### src/tbp_pkg.sv
// Package with register map, field layout and constants of the motor PWM time base.
package tbp_pkg;

  localparam int ADDR_W = 8;
  localparam int DATA_W = 32;
  localparam int CNT_W = 15;
  localparam int PRE_W = 6;
  localparam int POST_W = 4;

  // Register indices (byte address is four times the index).
  localparam logic [5:0] IDX_CTRL = 6'h00;
  localparam logic [5:0] IDX_COUNT = 6'h01;
  localparam logic [5:0] IDX_PERIOD = 6'h02;
  localparam logic [5:0] IDX_STATUS = 6'h03;
  localparam logic [5:0] IDX_MASK = 6'h04;
  localparam logic [5:0] IDX_DUTY0 = 6'h05;

  // Control, count and status register fields.
  localparam int CTRL_RUN = 15;
  localparam int CTRL_OPS_LO = 4;
  localparam int CTRL_CKPS_LO = 2;
  localparam int CTRL_MODE_LO = 0;
  localparam int COUNT_DIR = 15;
  localparam int STAT_TB = 0;
  localparam int STAT_W = 1;

  // Reset values.
  localparam logic [CNT_W-1:0] CNT_RST = 15'h0000;
  localparam logic [CNT_W-1:0] PERIOD_RST = 15'h0000;
  localparam logic [DATA_W-1:0] DATA_ZERO = 32'h0000_0000;

  // Prescaler terminal counts for 1:1, 1:4, 1:16 and 1:64.
  localparam logic [PRE_W-1:0] PRE_DIV1 = 6'h00;
  localparam logic [PRE_W-1:0] PRE_DIV4 = 6'h03;
  localparam logic [PRE_W-1:0] PRE_DIV16 = 6'h0F;
  localparam logic [PRE_W-1:0] PRE_DIV64 = 6'h3F;

  typedef enum logic [1:0] {
    TBP_FREE,
    TBP_SINGLE,
    TBP_UPDOWN,
    TBP_DOUBLE
  } tbp_mode_t;

endpackage

### src/tbp_divider.sv
// Counting divider that turns a stream of step pulses into one tick for every limit plus one steps.
`timescale 1ns/10ps
`default_nettype none
module tbp_divider #(
  parameter int W = 4
) (
  // Clock and reset
  input wire logic clk,
  input wire logic arst_n,
  // Control
  input wire logic clear,
  input wire logic step,
  input wire logic [W-1:0] limit,
  // Result
  output logic tick
);

  logic [W-1:0] cnt;

  initial begin
    if (W < 1 || W > 16) begin
      $error("tbp_divider width out of range");
    end
  end

  assign tick = step & (cnt >= limit) & ~clear;

  always_ff @(posedge clk or negedge arst_n) begin
    if (!arst_n) begin
      cnt <= '0;
    end else if (clear || tick) begin
      cnt <= '0;
    end else if (step) begin
      cnt <= W'(cnt + 1'h1);
    end
  end

endmodule
`default_nettype wire

### src/tbp_time_base.sv
// Motor PWM time base with Wishbone registers, interrupt and one to three output pairs.
//
// The implementer's own choices: the Wishbone interface to the registers and the placing of the registers.
`timescale 1ns/10ps
`default_nettype none
module tbp_time_base #(
  parameter int PAIRS = 3
) (
  // Clock and reset
  input wire logic clk,
  input wire logic arst_n,
  // Wishbone slave
  input wire logic wb_cyc_i,
  input wire logic wb_stb_i,
  input wire logic wb_we_i,
  input wire logic [tbp_pkg::ADDR_W-1:0] wb_adr_i,
  input wire logic [3:0] wb_sel_i,
  input wire logic [tbp_pkg::DATA_W-1:0] wb_dat_i,
  output logic wb_ack_o,
  output logic [tbp_pkg::DATA_W-1:0] wb_dat_o,
  // Interrupt and drive outputs
  output logic irq,
  output logic [PAIRS-1:0] pwm_h,
  output logic [PAIRS-1:0] pwm_l
);
  import tbp_pkg::*;

  initial begin
    if (PAIRS < 1 || PAIRS > 3) begin
      $error("tbp_time_base supports one to three output pairs");
    end
  end

  function automatic logic [DATA_W-1:0] merge(input logic [DATA_W-1:0] old,
                                             input logic [DATA_W-1:0] data,
                                             input logic [3:0] sel);
    logic [DATA_W-1:0] res;
    res = old;
    for (int i = 0; i < 4; i++) begin
      if (sel[i]) begin
        res[i*8 +: 8] = data[i*8 +: 8];
      end
    end
    return res;
  endfunction

  function automatic logic [PRE_W-1:0] pre_limit(input logic [1:0] sel);
    logic [PRE_W-1:0] res;
    res = PRE_DIV1;
    unique case (sel)
      2'h0: res = PRE_DIV1;
      2'h1: res = PRE_DIV4;
      2'h2: res = PRE_DIV16;
      2'h3: res = PRE_DIV64;
    endcase
    return res;
  endfunction

  logic run;
  tbp_mode_t mode;
  logic [1:0] prescale_select;
  logic [3:0] postscale_select;
  logic [CNT_W-1:0] time_base_count;
  logic count_down_flag;
  logic [CNT_W-1:0] period_value;
  logic [CNT_W-1:0] period_act;
  logic [STAT_W-1:0] status;
  logic [STAT_W-1:0] mask;
  logic [CNT_W-1:0] duty [PAIRS];

  logic access, wr, rd;
  logic [5:0] idx;
  logic wr_ctrl, wr_count, wr_period, wr_mask, rd_status;
  logic [DATA_W-1:0] ctrl_val, count_val, rd_val;
  logic [DATA_W-1:0] ctrl_new, count_new, period_new, mask_new;
  logic pre_tick, post_tick, step, at_top, at_zero;
  logic raw_match, raw_zero, raw_evt, post_on, tb_evt, load_pt, div_clear;

  assign access = wb_cyc_i & wb_stb_i & ~wb_ack_o;
  assign wr = access & wb_we_i;
  assign rd = access & ~wb_we_i;
  assign idx = wb_adr_i[ADDR_W-1:2];
  assign wr_ctrl = wr && idx == IDX_CTRL;
  assign wr_count = wr && idx == IDX_COUNT;
  assign wr_period = wr && idx == IDX_PERIOD;
  assign wr_mask = wr && idx == IDX_MASK;
  assign rd_status = rd && idx == IDX_STATUS;

  assign ctrl_val = {16'h0000, run, 7'h00, postscale_select, prescale_select, mode};
  assign count_val = {16'h0000, count_down_flag, time_base_count};
  assign ctrl_new = merge(ctrl_val, wb_dat_i, wb_sel_i);
  assign count_new = merge(count_val, wb_dat_i, wb_sel_i);
  assign period_new = merge({17'h0_0000, period_value}, wb_dat_i, wb_sel_i);
  assign mask_new = merge({31'h0000_0000, mask}, wb_dat_i, wb_sel_i);

  // Prescaler and postscaler restart on any write to control or count.
  assign div_clear = wr_ctrl | wr_count;

  tbp_divider #(.W(PRE_W)) u_prescale (
    .clk(clk),
    .arst_n(arst_n),
    .clear(div_clear),
    .step(run),
    .limit(pre_limit(prescale_select)),
    .tick(pre_tick)
  );

  // Counting halts outright while the active period is zero.
  assign step = pre_tick & run & (period_act != PERIOD_RST);
  assign at_top = time_base_count == period_act;
  assign at_zero = time_base_count == CNT_RST;
  assign raw_match = step & ~count_down_flag & at_top;
  assign raw_zero = step & count_down_flag & at_zero;

  always_comb begin
    raw_evt = 1'h0;
    post_on = 1'h0;
    load_pt = 1'h0;
    unique case (mode)
      TBP_FREE: begin
        raw_evt = raw_match;
        post_on = 1'h1;
        load_pt = raw_match;
      end
      TBP_SINGLE: begin
        raw_evt = raw_match;
        load_pt = raw_match;
      end
      TBP_UPDOWN: begin
        raw_evt = raw_zero;
        post_on = 1'h1;
        load_pt = raw_zero;
      end
      TBP_DOUBLE: begin
        raw_evt = raw_match | raw_zero;
        load_pt = raw_zero;
      end
    endcase
  end

  tbp_divider #(.W(POST_W)) u_postscale (
    .clk(clk),
    .arst_n(arst_n),
    .clear(div_clear),
    .step(raw_evt & post_on),
    .limit(postscale_select),
    .tick(post_tick)
  );

  assign tb_evt = post_on ? post_tick : raw_evt;

  always_ff @(posedge clk or negedge arst_n) begin
    if (!arst_n) begin
      run <= 1'h0;
      mode <= TBP_FREE;
      prescale_select <= 2'h0;
      postscale_select <= 4'h0;
    end else if (wr_ctrl) begin
      run <= ctrl_new[CTRL_RUN];
      mode <= tbp_mode_t'(ctrl_new[CTRL_MODE_LO +: 2]);
      prescale_select <= ctrl_new[CTRL_CKPS_LO +: 2];
      postscale_select <= ctrl_new[CTRL_OPS_LO +: 4];
    end else if (raw_match && mode == TBP_SINGLE) begin
      run <= 1'h0;
    end
  end

  always_ff @(posedge clk or negedge arst_n) begin
    if (!arst_n) begin
      time_base_count <= CNT_RST;
      count_down_flag <= 1'h0;
    end else if (wr_count) begin
      time_base_count <= count_new[CNT_W-1:0];
    end else if (step) begin
      if (!count_down_flag) begin
        if (at_top) begin
          if (mode == TBP_UPDOWN || mode == TBP_DOUBLE) begin
            count_down_flag <= 1'h1;
            time_base_count <= CNT_W'(time_base_count - 1'h1);
          end else begin
            time_base_count <= CNT_RST;
          end
        end else begin
          time_base_count <= CNT_W'(time_base_count + 1'h1);
        end
      end else if (at_zero) begin
        count_down_flag <= 1'h0;
        time_base_count <= CNT_W'(time_base_count + 1'h1);
      end else begin
        time_base_count <= CNT_W'(time_base_count - 1'h1);
      end
    end
  end

  always_ff @(posedge clk or negedge arst_n) begin
    if (!arst_n) begin
      period_value <= PERIOD_RST;
    end else if (wr_period) begin
      period_value <= period_new[CNT_W-1:0];
    end
  end

  always_ff @(posedge clk or negedge arst_n) begin
    if (!arst_n) begin
      period_act <= PERIOD_RST;
    end else if (!run) begin
      period_act <= period_value;
    end else if (load_pt && period_act != PERIOD_RST) begin
      period_act <= period_value;
    end
  end

  always_ff @(posedge clk or negedge arst_n) begin
    if (!arst_n) begin
      for (int i = 0; i < PAIRS; i++) begin
        duty[i] <= CNT_RST;
      end
    end else begin
      for (int i = 0; i < PAIRS; i++) begin
        if (wr && idx == 6'(IDX_DUTY0 + i)) begin
          duty[i] <= wb_dat_i[CNT_W-1:0];
        end
      end
    end
  end

  // Each high output is active while the count is below its duty value.
  always_ff @(posedge clk or negedge arst_n) begin
    if (!arst_n) begin
      pwm_h <= '0;
      pwm_l <= '0;
    end else begin
      for (int i = 0; i < PAIRS; i++) begin
        pwm_h[i] <= time_base_count < duty[i];
        pwm_l[i] <= !(time_base_count < duty[i]);
      end
    end
  end

  // An event in the same cycle as the clearing read stays set.
  always_ff @(posedge clk or negedge arst_n) begin
    if (!arst_n) begin
      status <= '0;
      mask <= '0;
      irq <= 1'h0;
    end else begin
      status <= (rd_status ? '0 : status) | STAT_W'(tb_evt);
      if (wr_mask) begin
        mask <= mask_new[STAT_W-1:0];
      end
      irq <= |(status & mask);
    end
  end

  always_comb begin
    rd_val = DATA_ZERO;
    if (idx == IDX_CTRL) begin
      rd_val = ctrl_val;
    end else if (idx == IDX_COUNT) begin
      rd_val = count_val;
    end else if (idx == IDX_PERIOD) begin
      rd_val = {17'h0_0000, period_value};
    end else if (idx == IDX_STATUS) begin
      rd_val = {31'h0000_0000, status};
    end else if (idx == IDX_MASK) begin
      rd_val = {31'h0000_0000, mask};
    end else begin
      for (int i = 0; i < PAIRS; i++) begin
        if (idx == 6'(IDX_DUTY0 + i)) begin
          rd_val = {17'h0_0000, duty[i]};
        end
      end
    end
  end

  always_ff @(posedge clk or negedge arst_n) begin
    if (!arst_n) begin
      wb_ack_o <= 1'h0;
      wb_dat_o <= DATA_ZERO;
    end else begin
      wb_ack_o <= access;
      if (rd) begin
        wb_dat_o <= rd_val;
      end
    end
  end
endmodule
`default_nettype wire

### config.mk
export PLATFORM = sky130hd
export DESIGN_NAME = tbp_time_base
export DESIGN_NICKNAME = d
export VERILOG_FILES = /design/src/tbp_pkg.sv /design/src/tbp_divider.sv /design/src/tbp_time_base.sv
export SDC_FILE = /design/constraint.sdc
export NUM_CORES = 1
export LEC_CHECK = 0
export BUFFER_PORTS_ARGS = -buffer_cell sky130_fd_sc_hd__buf_2
export CAP_MARGIN = 30
export CORE_MARGIN = 5
export CORE_UTILIZATION = 50
export DETAILED_ROUTE_END_ITERATION = 10
export PLACE_DENSITY = 0.7
export SLEW_MARGIN = 30
export SYNTH_ARGS = -nofsm -noshare
export SYNTH_HDL_FRONTEND = slang
export SYNTH_SLANG_ARGS = --single-unit
### constraint.sdc
create_clock -name clk -period 9.3 [get_ports clk]
set_clock_uncertainty 0.1 [all_clocks]
set_input_delay 0.93 -clock clk [delete_from_list [all_inputs] [get_ports clk]]
set_output_delay 0.93 -clock clk [all_outputs]
set_load 0.01 [all_outputs]
==> results.py <==
metrics = {
    "worst_setup_path": {
        "crit_chain": "xor2_1, nor4_1, nand4_1, or3_4, a21oi_1, nand2b_1, mux2_2",
        "r2r_start": "time_base_count[1]$_DFFE_PN0P_",
        "reg2reg_slack_ns": 5.65,
        "crit_buf_inv": 0,
        "path_class": "reg2reg",
        "start_kind": "register",
        "arrival_ns": 3.86,
        "rr_worst_depth": 7,
        "slowest_stage": "nand2b_1",
        "rr_endpoint": "period_act[13]$_DFFE_PN0P_",
        "critPathCaptureType": "register",
        "required_ns": 9.51,
        "critPathMaxStageDelay_ns": 0.63,
        "crit_fanout": 15,
        "cpLargestDelayFamily": "simple AND/OR/NAND/NOR gates",
    },
    "detailed_routing": {
        "routed_wl_um": 21100,
        "drc_errors": 0,
        "postRouteAntennaNets": 0,
        "vias_per_cell": 5.78,
        "drt_iter0_drc": 583,
        "first_pass_iters": 5,
        "routedWlPerCell_um": 18.4,
        "num_vias": 6633,
    },
    "place": {
        "port_buffers": 52,
        "finalWeightedCongestion": 0.937,
        "place_area_um2": 8600,
        "hpwl_um": 14900,
    },
    "logic_synthesis": {
        "synthCells": 886,
        "synthDominantCellAreaShare": 0.411,
        "synth_commonest_cells": "136 x dfrtp_1, 88 x nor2_1, 67 x nand2_1",
        "synth_xor_area_frac": 0.0317,
        "synthAdderAreaFrac": 0.0847,
        "synthesis.area_um2": 8280,
        "ys_types": 58,
        "synth.most_common_cell": "dfrtp_1",
        "avgSynthCellArea_um2": 9.34,
        "synth_top_area_cell": "dfrtp_1",
        "synth-seq-cells": 136,
        "synth_ff_type": "dfrtp_1",
        "yosysSeqAreaShare": 0.411,
        "yosys_warnings": 0,
        "synth_simple_gate_area_frac": 0.141,
        "synth_area_leaders": "dfrtp_1 41%, ha_1 8.5%, mux2_2 7.1%",
        "async_flop_share": 1.00,
        "synth_edf_count": 0,
        "synth_top_family_by_area": "compound AO/OA/AOI/OAI gates",
        "synth_compound_area_frac": 0.161,
        "muxShareOfSynthArea": 0.0980,
    },
    "cts": {
        "insertion_delay_ns": 0.43,
        "clk_pin_slew_ns": 0.06,
        "cts_setup_buffers": 0,
        "cts_tree": "built",
        "htree_levels": 4,
        "cts.sinks": 136,
        "clockBufferDepth": 2,
        "ctsResizeCount": 0,
        "cts_root_buffer": "clkbuf_16",
        "cts-hold-fix-buffers": 0,
        "cts_buffers": 17,
    },
    "die": {
        "initial_core_util": 0.504,
        "die_area_um2": 19200,
        "rows": 47,
        "die_x_um": 139,
        "coreArea_um2": 16400,
        "num_io_pins": 89,
        "die_h_um": 139,
    },
    "hold_path": {
        "hold_class": "reg2reg",
        "hp-start": "wb_dat_o[15]$_DFFE_PN0P_",
        "min_to": "wb_dat_o[15]$_DFFE_PN0P_",
        "hold_depth": 2,
    },
    "timing": {
        "fin_tns_setup_ns": 0,
        "slew_headroom": 0.392,
        "worst_pin_slew_ns": 0.909,
        "rsz0062_at_grt": "no",
        "finalSetupViolCount": 0,
        "fin_crit_ns": 3.65,
        "final_max_slew_viol_count": 0,
        "finalHoldViolCount": 0,
        "post-route-period-util": 0.393,
        "fmax_ghz": 0.274,
    },
    "global_routing": {
        "gr-total-overflow": 0,
        "track_usage": 0.225,
        "met1_usage": 0.301,
        "top_usage_layer": "met2",
        "antenna_found_initial": 0,
        "grt_max_degree": 82,
        "grt_first_pass_wirelength_um": 34900,
        "grt_pass1_vias": 6588,
        "met2_usage": 0.361,
        "grt_util_met3": 0.0486,
    },
    "cells_and_area": {
        "stdcell_area_um2": 9230,
        "antennaDiodeCount": 0,
        "drive_gt1_frac": 0.169,
        "area_delta_synth_final_pct": 11.5,
        "final_net_count": 1019,
    },
    "run": {
        "cap_violations": 0,
    },
    "power_and_ir_drop": {
        "ir_drop_mv": 0.141,
        "p_leak_nw": 4.58,
        "power.density_nw_per_um2": 171,
        "p_total_mw": 1.58,
    },
    "run_status": {
        "outcome": "finished clean",
    },
}
==> logic make-up after synthesis <==
kind of cell / after synthesis
buf+inv: 132
compound gates: 212
flops: 136
fa+ha+maj: 56
mux: 72
other cells: 1
xor+xnor: 30
simple gates: 247
==> placed cells by master, fill, tap and decap left out, drive strengths merged, types with 2 or more instances in the layout <==
master	Yosys	final
or2	4	4
a211oi	7	7
o22ai	14	14
nor3	13	13
a31oi	8	8
ha	56	56
o21a	4	4
and4	4	4
o21ai	60	60
and2	2	2
buf	30	59
conb	1	16
or3	5	5
nand2	67	67
nor2b	5	5
a21oi	50	50
clkbuf	35	20
o221ai	5	5
nand4	9	9
xor2	21	21
o31ai	7	7
inv	66	66
nor2	88	88
o211ai	7	7
xnor2	9	9
nor4	13	13
mux2	52	52
a221oi	17	17
nand2b	12	12
mux4	2	2
mux2i	18	18
a21o	21	21
bufinv	0	4
and3	3	3
dfrtp	136	136
nand3	16	16
clkinv	1	8
o32ai	3	3
==> worst register-to-register path, delay by kind of cell, from the launching register on <==
family,cells,cell delay [ns]
AOI/OAI and AO/OA,1,0.14
muxes,1,0.42
xor gates and xnor gates,1,0.24
and+or+nand+nor,4,2.09
DFF,1,0.55
==> per-layer routing <==
layer / share of wire / wire length, um / vias to the layer above
li1: - / - / 3160
met1: 0.45 / 9510 / 3236
met2: 0.48 / 10000 / 199
met3: 0.046 / 966 / 38
met4: 0.027 / 565 / 0
met5: 0 / 0 / -
==> state kept, by name, indices dropped and copies added, names as in the netlist <==
name              count
u_prescale.cnt        6
postscale_select      4
count_down_flag       1
duty                 45
pwm_l                 3
prescale_select       2
pwm_h                 3
u_postscale.cnt       4
period_act           15
status                1
period_value         15
wb_dat_o             16
irq                   1
mask                  1
time_base_count      15
run                   1
wb_ack_o              1
mode                  2
==> area by class of cell <==
| class | instances | area [um^2] |
|---|---|---|
| sequential | 136 | 3400 |
| timing repair buffer | 59 | 319 |
| fill | 1429 | 7170 |
| inverter | 67 | 251 |
| tap | 220 | 275 |
| clock buffer | 20 | 457 |
| clock inverter | 12 | 174 |
| multi-input combinational | 633 | 4350 |
==> how the worst max path moves through the flow <==
stage | to | from | depth (start not counted)
after floorplan | period_act[10]$_DFFE_PN0P_ | prescale_select[1]$_DFFE_PN0P_ | 12
after global placement | period_act[1]$_DFFE_PN0P_ | time_base_count[1]$_DFFE_PN0P_ | 7
after detailed placement | period_act[9]$_DFFE_PN0P_ | time_base_count[1]$_DFFE_PN0P_ | 7
after CTS | period_act[9]$_DFFE_PN0P_ | time_base_count[1]$_DFFE_PN0P_ | 7
after global routing | period_act[9]$_DFFE_PN0P_ | time_base_count[2]$_DFFE_PN0P_ | 7
final | period_act[13]$_DFFE_PN0P_ | time_base_count[1]$_DFFE_PN0P_ | 7
==> stage by stage <==
step	hold slack, ns	utilization	cells	setup WS (ns)
after detailed placement	0.397	0.524	1115	5.70
after CTS	0.410	0.563	1147	5.69
after global routing	0.436	0.563	1147	5.38
after floorplan	0.367	-	901	6.31
after global placement	0.389	0.524	1115	5.71
final	0.407	0.563	1147	5.65
==> where the power goes <==
group / internal [mW] / leakage (nW) / switching, mW
sequential: 0.630 / 1.67 / 0.0349
combinational: 0.0781 / 2.60 / 0.111
clock: 0.462 / 0.310 / 0.259
Note: power is estimated with default switching activity, not from simulation.
